[src/tic_pkg.sv]
// Constants shared by the time interval counter and its tally counters.
// Assumes a single 40 MHz core clock that also stands in for the timebase.
package tic_pkg;

    // Register offsets on the plain register port
    localparam logic [7:0] CTRL_ADDR   = 8'ha1;
    localparam logic [7:0] FRAC_ADDR   = 8'ha2;
    localparam logic [7:0] SEC_ADDR    = 8'ha3;
    localparam logic [7:0] MIN_ADDR    = 8'ha4;
    localparam logic [7:0] HOUR_ADDR   = 8'ha5;
    localparam logic [7:0] TARGET_ADDR = 8'ha6;

    // Control register field positions
    localparam int BIT_TIME_CLOCK_ENABLE    = 0;
    localparam int BIT_INTERVAL_ENABLE    = 1;
    localparam int BIT_FLAG    = 2;
    localparam int BIT_SHOT    = 3;
    localparam int BIT_SEL_LO  = 4;
    localparam int BIT_SEL_HI  = 5;
    localparam int BIT_RSV_ONE = 6;

    // Bits that software can write and read back; bit 7 reads zero
    localparam logic [7:0] CTRL_WMASK = 8'h7f;

    // Values after reset
    localparam logic [7:0] CTRL_RESET   = 8'h00;
    localparam logic [7:0] TALLY_RESET  = 8'h00;
    localparam logic [7:0] TARGET_RESET = 8'h00;

    // Last value of each tally before it wraps: fraction, seconds, minutes, hours
    localparam int NUM_TALLY = 4;
    localparam logic [7:0] TALLY_MAX [NUM_TALLY] = '{8'h7f, 8'h3b, 8'h3b, 8'h17};

    // Timebase: one fraction step every 1/128 second
    localparam longint FRAC_DIV         = 128;
    localparam longint FRAC_PERIOD_NS   = 64'd1_000_000_000 / FRAC_DIV;
    localparam longint CLK_PERIOD_NS    = 25;
    localparam int     FRAC_TICK_CYCLES = int'(FRAC_PERIOD_NS / CLK_PERIOD_NS);

    // Interval timebase selection
    typedef enum logic [1:0] {
        BASE_FRAC = 2'b00,
        BASE_SEC  = 2'b01,
        BASE_MIN  = 2'b10,
        BASE_HOUR = 2'b11
    } base_sel_e;

endpackage

[src/tally_if.sv]
// Link between the interval counter core and one time tally counter.
// Assumes both ends run on the same core clock.
interface tally_if;
    logic       step;
    logic       load;
    logic       clear;
    logic [7:0] load_val;
    logic [7:0] value;
    logic       wrap;

    modport ctrl (output step, load, clear, load_val, input value, wrap);
    modport cnt  (input step, load, clear, load_val, output value, wrap);
endinterface

[src/tally_counter.sv]
// One wrapping time tally: counts 0..MAX on each step and flags the wrap.
// Assumes step, load and clear come from logic on the same clock.
module tally_counter #(
    parameter logic [7:0] MAX = 8'h3b
) (
    input wire logic core_clk,
    input wire logic reset,
    tally_if.cnt     port
);

    typedef struct packed {
        logic [7:0] value;
    } state_s;

    state_s s_q;
    state_s s_d;

    // Wrap is a one-cycle carry into the next tally
    assign port.wrap  = port.step & (s_q.value == MAX);
    assign port.value = s_q.value;

    // Clear wins over load, load over step
    always_comb begin
        s_d = s_q;
        if (port.clear) begin
            s_d.value = tic_pkg::TALLY_RESET;
        end else if (port.load) begin
            s_d.value = port.load_val;
        end else if (port.step) begin
            s_d.value = (s_q.value == MAX) ? tic_pkg::TALLY_RESET : s_q.value + 8'h01;
        end
    end

    // State register
    always_ff @(posedge core_clk) begin
        if (reset) begin
            s_q <= '{value: tic_pkg::TALLY_RESET};
        end else begin
            s_q <= s_d;
        end
    end
endmodule

[src/time_interval_counter.sv]
// Time interval counter: fraction, seconds, minutes, hours and an interval match.
// Assumes a core register port with one-cycle strobes; the core maps the flag
// onto its interrupt enable, wake-up and vector logic.
module time_interval_counter #(
    parameter int FRAC_TICK_CYCLES = tic_pkg::FRAC_TICK_CYCLES
) (
    input  wire logic       core_clk,
    input  wire logic       reset,
    input  wire logic [7:0] addr,
    input  wire logic [7:0] wdata,
    input  wire logic       wr_stb,
    input  wire logic       rd_stb,
    output logic      [7:0] rdata,
    output logic            interval_flag
);

    localparam logic [23:0] PRESCALE_LAST = 24'(FRAC_TICK_CYCLES - 1);

    typedef struct packed {
        logic [23:0] prescale;
        logic [7:0]  ctrl;
        logic [7:0]  target;
        logic [7:0]  icount;
        logic [7:0]  rdata;
    } state_s;

    state_s s_q;
    state_s s_d;

    logic                 time_clock_enable;
    logic                 interval_enable;
    logic                 shot;
    tic_pkg::base_sel_e   base_sel;
    logic                 frac_tick;
    logic                 ival_tick;
    logic [7:0]           icount_inc;
    logic                 match;
    logic                 ctrl_wr;
    logic                 time_clear;
    logic [7:0]           tally_val [tic_pkg::NUM_TALLY];

    tally_if tally [tic_pkg::NUM_TALLY] ();

    // Control fields
    assign time_clock_enable     = s_q.ctrl[tic_pkg::BIT_TIME_CLOCK_ENABLE];
    assign interval_enable     = s_q.ctrl[tic_pkg::BIT_INTERVAL_ENABLE];
    assign shot     = s_q.ctrl[tic_pkg::BIT_SHOT];
    assign base_sel = tic_pkg::base_sel_e'(s_q.ctrl[tic_pkg::BIT_SEL_HI:tic_pkg::BIT_SEL_LO]);
    assign ctrl_wr  = wr_stb & (addr == tic_pkg::CTRL_ADDR);

    // Timebase tick every 1/128 s, only while the time clock is enabled
    assign frac_tick = time_clock_enable & (s_q.prescale == PRESCALE_LAST);

    // Clearing the time clock enable clears the time registers
    assign time_clear = ctrl_wr & time_clock_enable & ~wdata[tic_pkg::BIT_TIME_CLOCK_ENABLE];

    // Tally chain: each wrap steps the next tally, hours wrap with no carry
    for (genvar i = 0; i < tic_pkg::NUM_TALLY; i++) begin : g_tally
        if (i == 0) begin : g_first
            assign tally[i].step = frac_tick;
        end else begin : g_next
            assign tally[i].step = tally[i-1].wrap;
        end
        // Time registers take software writes only while the clock is off
        assign tally[i].load     = wr_stb & ~time_clock_enable & (addr == tic_pkg::FRAC_ADDR + 8'(i));
        assign tally[i].clear    = time_clear;
        assign tally[i].load_val = wdata;
        assign tally_val[i]      = tally[i].value;

        tally_counter #(
            .MAX (tic_pkg::TALLY_MAX[i])
        ) u_tally (
            .core_clk (core_clk),
            .reset    (reset),
            .port     (tally[i])
        );
    end

    // Interval step from the timebase tick or the overflow of the time register below the selected one
    always_comb begin
        case (base_sel)
            tic_pkg::BASE_FRAC: ival_tick = frac_tick;
            tic_pkg::BASE_SEC:  ival_tick = tally[0].wrap;
            tic_pkg::BASE_MIN:  ival_tick = tally[1].wrap;
            tic_pkg::BASE_HOUR: ival_tick = tally[2].wrap;
            default:            ival_tick = 1'b0;
        endcase
    end

    // Match is judged on the value the counter takes at this step
    assign icount_inc = s_q.icount + 8'h01;
    assign match      = ival_tick & interval_enable & (icount_inc == s_q.target);

    // Next state: prescaler, control, target, interval counter, read data
    always_comb begin
        s_d = s_q;

        // Prescaler held at zero while the time clock is off
        if (!time_clock_enable || s_q.prescale == PRESCALE_LAST) begin
            s_d.prescale = 24'h000000;
        end else begin
            s_d.prescale = s_q.prescale + 24'h000001;
        end

        // Control write; reserved bit 6 is stored as written, bit 7 reads zero
        if (ctrl_wr) begin
            s_d.ctrl = wdata & tic_pkg::CTRL_WMASK;
        end

        // Flag: a match in the same cycle as a software clear still sets it
        s_d.ctrl[tic_pkg::BIT_FLAG] = match | s_d.ctrl[tic_pkg::BIT_FLAG];

        // Single shot stops the interval counter at the timeout
        if (match && shot) begin
            s_d.ctrl[tic_pkg::BIT_INTERVAL_ENABLE] = 1'b0;
        end

        // Target takes any 8-bit value
        if (wr_stb && addr == tic_pkg::TARGET_ADDR) begin
            s_d.target = wdata;
        end

        // Interval counter: zero when disabled, reload on match, else step
        if (!interval_enable) begin
            s_d.icount = 8'h00;
        end else if (match) begin
            s_d.icount = 8'h00;
        end else if (ival_tick) begin
            s_d.icount = icount_inc;
        end

        // Read data stands for the one cycle after the strobe
        s_d.rdata = 8'h00;
        if (rd_stb) begin
            case (addr)
                tic_pkg::CTRL_ADDR:   s_d.rdata = s_q.ctrl;
                tic_pkg::FRAC_ADDR:   s_d.rdata = tally_val[0];
                tic_pkg::SEC_ADDR:    s_d.rdata = tally_val[1];
                tic_pkg::MIN_ADDR:    s_d.rdata = tally_val[2];
                tic_pkg::HOUR_ADDR:   s_d.rdata = tally_val[3];
                tic_pkg::TARGET_ADDR: s_d.rdata = s_q.target;
                default:              s_d.rdata = 8'h00;
            endcase
        end
    end

    // State register; everything clears on reset
    always_ff @(posedge core_clk) begin
        if (reset) begin
            s_q <= '{prescale: 24'h000000,
                     ctrl:     tic_pkg::CTRL_RESET,
                     target:   tic_pkg::TARGET_RESET,
                     icount:   8'h00,
                     rdata:    8'h00};
        end else begin
            s_q <= s_d;
        end
    end

    // Outputs
    assign rdata         = s_q.rdata;
    assign interval_flag = s_q.ctrl[tic_pkg::BIT_FLAG];
endmodule
[config.mk]
export PLATFORM = sky130hd
export DESIGN_NAME = time_interval_counter
export DESIGN_NICKNAME = d
export VERILOG_FILES = /design/src/tic_pkg.sv /design/src/tally_if.sv /design/src/tally_counter.sv /design/src/time_interval_counter.sv
export SDC_FILE = /design/constraint.sdc
export NUM_CORES = 1
export LEC_CHECK = 0
export ABC_AREA = 1
export BUFFER_PORTS_ARGS = -buffer_cell sky130_fd_sc_hd__buf_2
export CORE_MARGIN = 2
export CORE_UTILIZATION = 40
export CTS_CLUSTER_DIAMETER = 150
export DETAILED_ROUTE_END_ITERATION = 8
export PLACE_DENSITY = 0.56
export SETUP_SLACK_MARGIN = 0.2
export SLEW_MARGIN = 40
export SYNTH_ARGS = -nofsm -noshare
export SYNTH_HDL_FRONTEND = slang
export SYNTH_HIERARCHICAL = 1
export SYNTH_SLANG_ARGS = --single-unit
[constraint.sdc]
create_clock -name core_clk -period 3.36 [get_ports core_clk]
set_clock_uncertainty 0.05 [all_clocks]
set_input_delay 0.672 -clock core_clk [delete_from_list [all_inputs] [get_ports core_clk]]
set_output_delay 0.672 -clock core_clk [all_outputs]
set_load 0.01 [all_outputs]
==> flow_metrics.env, run 1 <==
export IMPL_status="finished clean"
export IMPL_fillCellCount=1498
export IMPL_drtIter0Drc=372
export IMPL_clockBufferDepth=2
export IMPL_antenna_found_initial=0
export IMPL_syn_nets=886
export IMPL_dr_pass1_iters=5
export IMPL_layout_commonest_cell="nand2_1"
export IMPL_viasPerCell=5.04
export IMPL_grt_usage_pct=21.8
export IMPL_fin_nets=911
export IMPL_grt_pass1_vias=4967
export IMPL_clkTransAtPathRegs_ps=60
export IMPL_wl_per_cell_um=14.7
export IMPL_syn_avg_cell_area_um2=6.61
export IMPL_syn_cell_area_um2=5680
export IMPL_dp_cells=1051
export IMPL_end_kind="flop"
export IMPL_wl_met2_um=7290
export IMPL_rsz0062_at_grt="false"
export IMPL_start_util_pct=40.9
export IMPL_top_layer_used="met4"
export IMPL_die_x_um=123
export IMPL_maxSlewViolCount=0
export IMPL_htree_num_levels=3
export IMPL_met1_length_um=7610
export IMPL_peakVddDrop_v=0.000219
export IMPL_leakage_nw=2.35
export IMPL_cts_sinks=87
export IMPL_numCtsBuffers=9
export IMPL_port_buffers=28
export IMPL_grt_ovfl_total=0
export IMPL_num_vias=5398
export IMPL_diodes=0
export IMPL_powerDensity_nw_per_um2=364
export IMPL_hold_ws_ps=376
export IMPL_cap_violations=0
export IMPL_io_pins=29
export IMPL_drc=0
export IMPL_final_cell_mix="nand2_1 (178), nor2_1 (113), inv_1 (94)"
export IMPL_area_growth_pct=11.7
export IMPL_hold_viol=0
export IMPL_tns_ps=0
export IMPL_dp_slack_ps=151
export IMPL_slew_headroom_pct=64.3
export IMPL_period_needed_ps=2820
export IMPL_postLayoutCellArea_um2=6350
export IMPL_grt_pass1_wl_um=25500
export IMPL_routabilityCongestion=0.906
export IMPL_crit_fanout=8
export IMPL_max_freq_ghz=0.355
export IMPL_rows=43
export IMPL_critPathKind="flop to flop"
export IMPL_netlist_instances=860
export IMPL_hold_buffers=0
export IMPL_dieArea_um2=15200
export IMPL_yosys_warnings=6
export IMPL_place_hpwl_um=11700
export IMPL_critPathRequiredTime_ps=3540
export IMPL_drtAntennaViolNets=0
export IMPL_fin_crit_sh_pct=83.8
export IMPL_clk_insertion_delay_late_ps=350
export IMPL_root_buffer="clkbuf_16"
export IMPL_final_cells=1070
export IMPL_core_area_um2=13900
export IMPL_worstSetupStartpointType="flop"
export IMPL_grt_start_max_net_pins=25
export IMPL_route_met3_wl_um=622
export IMPL_finalSetupViolCount=0
export IMPL_worst_slack_ps=545
export IMPL_worstPathArrival_ps=3000
export IMPL_hold_path_class="flop to flop"
export IMPL_worst_pin_slew_ps=536
export IMPL_totalWireLength_um=15800
export IMPL_multi_input_area_um2=3370
export IMPL_place_area_um2=5940
export IMPL_cts_tree="done"
export IMPL_seq_area_um2=1740
export IMPL_drive_gt1_share_pct=17.4
export IMPL_fp_dieH_um=123
## state kept, by name, indices dropped and copies added, names as in the netlist
name                        count
s_q                            43
g_tally.u_tally/port.value     32
rdata                           8
base_sel                        2
interval_enable                 1
interval_flag                   1
## routing by layer
layer / vias up / GRT usage (%)
met1: 2419 / 29.6
met3: 15 / 3.92
met5: - / 0
li1: 2865 / -
met2: 99 / 35.5
met4: 0 / 6.32
## stage by stage
stage / util, % / total power, W
after CTS: 45.4 / 0.00234
final: 45.7 / 0.00231
after detailed placement: 42.8 / 0.00113
after global placement: 42.8 / 0.00113
after floorplan: - / 0.00108
after global routing: 45.7 / 0.00239
## power breakdown
part	switching (W)	internal, W
sequential	0.00000122	0.00103
clock	0.000439	0.000768
combinational	0.0000532	0.0000156
## final timing paths
check | start | slack, ps | endpoint | cells after the start
worst max-delay path | s_q[32]$_SDFF_PP0_ | 540 | s_q[13]$_SDFFE_PP0P_ | 16
worst min-delay path | s_q[32]$_SDFF_PP0_ | 380 | s_q[32]$_SDFF_PP0_ | 1
worst max register to register | s_q[32]$_SDFF_PP0_ | 540 | s_q[13]$_SDFFE_PP0P_ | 16
worst min register to register | s_q[32]$_SDFF_PP0_ | 380 | s_q[32]$_SDFF_PP0_ | 1
## critical path, stage by stage, from the launching register on
cell and delay (ps):
dfxtp_2 350, ha_1 170, nand2_1 110, nor4_2 220
nand3_1 170, nor2_2 190, inv_1 90, nor2_2 130
nor3b_2 200, nor3b_4 240, nor2_1 70, nor2_1 100
a31oi_1 60, nand2_2 110, nand2_1 110, o21ai_4 260
nor2_1 60
## area by class of cell
type,count,share of cell area [%]
sequential,87,27.5
multi-input combinational,635,53.0
timing repair buffer,40,3.63
tap,180,3.55
inverter,112,6.72
clock inverter,5,1.64
clock buffer,11,3.98
## what timing repair did
item,4_1_cts,5_1_grt
gates resized for setup,1,6
setup buffers,0,3
pin swaps,0,4
endpoints found under the setup margin,8,10
cloned,0,0
(Power assumes the default switching activity.)
==> run 2, diff against run 1 <==
- ABC_AREA: 1 -> 0
- clock period: 3.36 -> 2.3 ns (I/O delays scaled with it)
==> run 2 against run 1 <==
Compared with the run above:
- the run now ends with negative setup slack left
- utilization grew 9.4 points
- wire length is 7.2% lower
- critical path depth increased by 1
- first-iteration DRC count is 22% lower
- register-to-register slack worse by 1100 ps
- clock power grew 39%
- synthesized cell count decreased by 31%
- sequential share of layout area down 0.94 points
- combinational power up 120%
- largest cell class unchanged
==> flow_metrics.env, run 2 <==
export IMPL_grt_start_max_net_pins=25
export IMPL_final_util_pct=55.1
export IMPL_top_register="s_q"
export IMPL_cap_violations=0
export IMPL_clkTransAtPathRegs_ps=60
export IMPL_drtAntennaViolNets=0
export IMPL_hold_viol=0
export IMPL_drc=0
export IMPL_syn_cell_area_um2=4870
export IMPL_status="complete, but fails checks"
export IMPL_netlist_instances=596
export IMPL_rr_endpoint="g_tally[3].u_tally/port.value[3]$_SDFFE_PP0P_"
export IMPL_port_buffers=28
export IMPL_critPathRequiredTime_ps=2520
export IMPL_numCtsBuffers=9
export IMPL_htree_num_levels=3
export IMPL_fin_crit_sh_pct=123
export IMPL_io_pins=29
export IMPL_clk_insertion_delay_late_ps=350
export IMPL_cts_sinks=87
export IMPL_start_util_pct=40.7
export IMPL_slew_headroom_pct=67.8
export IMPL_route_met3_wl_um=861
export IMPL_totalWireLength_um=14600
export IMPL_cp_slowest_stage_delay_ps=350
export IMPL_rows=40
export IMPL_worstSetupStartpointType="flop"
export IMPL_maxSlewViolCount=0
export IMPL_multi_input_area_um2=3240
export IMPL_diodes=0
export IMPL_routabilityCongestion=0.920
export IMPL_yosys_warnings=6
export IMPL_postLayoutCellArea_um2=6590
export IMPL_tns_ps=-9460
export IMPL_final_cell_mix="buf_4 (100), dfxtp_1 (82), nor2_1 (60)"
export IMPL_worst_slack_ps=-535
export IMPL_rsz0062_at_grt="true"
export IMPL_clockBufferDepth=2
export IMPL_hold_start="wdata[1]"
export IMPL_antenna_found_initial=0
export IMPL_leakage_nw=2.45
export IMPL_failed_checks="negative setup slack"
export IMPL_peakVddDrop_v=0.000347
export IMPL_path_delay_family="simple AND/OR/NAND/NOR gates"
export IMPL_grt_usage_pct=23.2
export IMPL_fin_nets=732
export IMPL_fillCellCount=1062
export IMPL_finalSetupViolCount=24
export IMPL_crit_buf_inv=6
export IMPL_viasPerCell=5.60
export IMPL_largest_reg_flops=43
export IMPL_place_area_um2=5840
export IMPL_seq_area_um2=1750
export IMPL_die_x_um=114
export IMPL_layout_commonest_cell="buf_4"
export IMPL_startpoint="s_q[51]$_SDFF_PP0_"
export IMPL_worstPathArrival_ps=3050
export IMPL_syn_nets=622
export IMPL_syn_avg_cell_area_um2=8.17
export IMPL_r2r_setup_slack_ps=-540
export IMPL_grt_pass1_wl_um=23400
export IMPL_crit_fanout=4
export IMPL_dieArea_um2=13100
export IMPL_r2r_start="s_q[51]$_SDFF_PP0_"
export IMPL_top_layer_used="met4"
export IMPL_fp_dieH_um=114
export IMPL_r2r_cells=17
export IMPL_num_vias=4798
export IMPL_hold_path_class="input port to flop"
export IMPL_hold_buffers=0
export IMPL_wl_met2_um=6590
export IMPL_place_hpwl_um=10500
export IMPL_core_area_um2=12000
export IMPL_area_growth_pct=35.4
export IMPL_cts_tree="done"
export IMPL_dr_pass1_iters=5
export IMPL_met1_length_um=6890
export IMPL_end_kind="flop"
export IMPL_drtIter0Drc=291
export IMPL_grt_pass1_vias=4543
export IMPL_powerDensity_nw_per_um2=507
export IMPL_root_buffer="clkbuf_16"
export IMPL_wl_per_cell_um=17.1
export IMPL_hold_depth=3
export IMPL_critical_path_cell_chain="nor4_4 -> nand4_1 -> nor3_2 -> and2_4 -> nand2_2 -> nor3_2 -> buf_4 -> inv_6 -> nor2_4 -> inv_6 -> nor2_4 -> buf_4 -> buf_6 -> buf_6 -> nand2_2 -> or3_1 -> a221oi_2"
export IMPL_worst_pin_slew_ps=477
export IMPL_grt_ovfl_total=0
export IMPL_cp_slowest_cell="or3_1"
export IMPL_hold_end="interval_enable$_SDFFE_PP0P_"
export IMPL_period_needed_ps=2840
export IMPL_max_freq_ghz=0.353
export IMPL_critPathKind="flop to flop"
export IMPL_drive_gt1_share_pct=33.9
-- run 2: cell count changes in the layout (fill, tap and decap cells not counted), sizes merged, moves of 10 or more --
| cell | previous run | this run |
|---|---|---|
| nand2 | 205 | 48 |
| buf | 40 | 140 |
| inv | 106 | 11 |
| nor2 | 137 | 64 |
| nand3 | 83 | 36 |
| xnor2 | 2 | 32 |
| o21ai | 40 | 11 |
| xor2 | 6 | 27 |
| mux2i | 0 | 17 |
| a22oi | 26 | 12 |
| nor3 | 34 | 20 |
| and3 | 0 | 12 |
| nor3b | 2 | 12 |
-- run 2: how the worst max path moves through the flow --
stage | endpoint | slack [ps] | depth (start not counted)
CTS | s_q[13]$_SDFFE_PP0P_ | -530 | 17
global placement | s_q[11]$_SDFFE_PP0P_ | -530 | 18
finish | g_tally[3].u_tally/port.value[3]$_SDFFE_PP0P_ | -540 | 17
floorplan | interval_enable$_SDFFE_PP0P_ | -700 | 19
global route | s_q[11]$_SDFFE_PP0P_ | -720 | 18
detailed placement | s_q[13]$_SDFFE_PP0P_ | -680 | 18
-- run 2: power by group --
part | internal, W | total [W] | switching (W)
Clock | 0.00106 | 0.00168 | 0.000626
Combinational | 0.0000536 | 0.000149 | 0.0000959
Sequential | 0.00151 | 0.00151 | 0.00000310
-- run 2: area by class of cell --
cell class | instances | area share, %
Multi-Input combinational cell | 458 | 49.2
Inverter | 10 | 0.721
Timing Repair Buffer | 140 | 15.7
Sequential cell | 87 | 26.5
Clock inverter | 6 | 1.65
Tap cell | 147 | 2.79
Clock buffer | 9 | 3.42
-- run 2: metal layers --
metal / vias to the layer above / track usage [%]
li1: 2328 / -
met5: - / 0
met1: 2295 / 31.5
met3: 21 / 4.87
met2: 154 / 36.2
met4: 0 / 9.35
-- run 2: worst reg2reg max path, cell delays in order, from the launching register on --
cell and delay (ps):
dfxtp_2 330, nor4_4 270, nand4_1 170, nor3_2 180, and2_4 180, nand2_2 40, nor3_2 130, buf_4 150
inv_6 30, nor2_4 140, inv_6 50, nor2_4 80, buf_4 110, buf_6 80, buf_6 110, nand2_2 50
or3_1 350, a221oi_2 230
-- run 2: stage by stage --
step	hold WS, ps	cells	setup slack, ps	power [W]
after floorplan	378	596	-703	0.00161
after global placement	422	828	-526	0.00169
after detailed placement	423	828	-678	0.00169
after CTS	418	853	-527	0.00337
after global routing	428	857	-715	0.00344
final	427	857	-535	0.00334
-- run 2: timing repair --
action | in CTS | in global routing
pin swaps | 21 | 13
gates resized for setup | 40 | 30
cloned | 1 | 0
endpoints found under the setup margin | 34 | 42
buffers inserted | 9 | 4
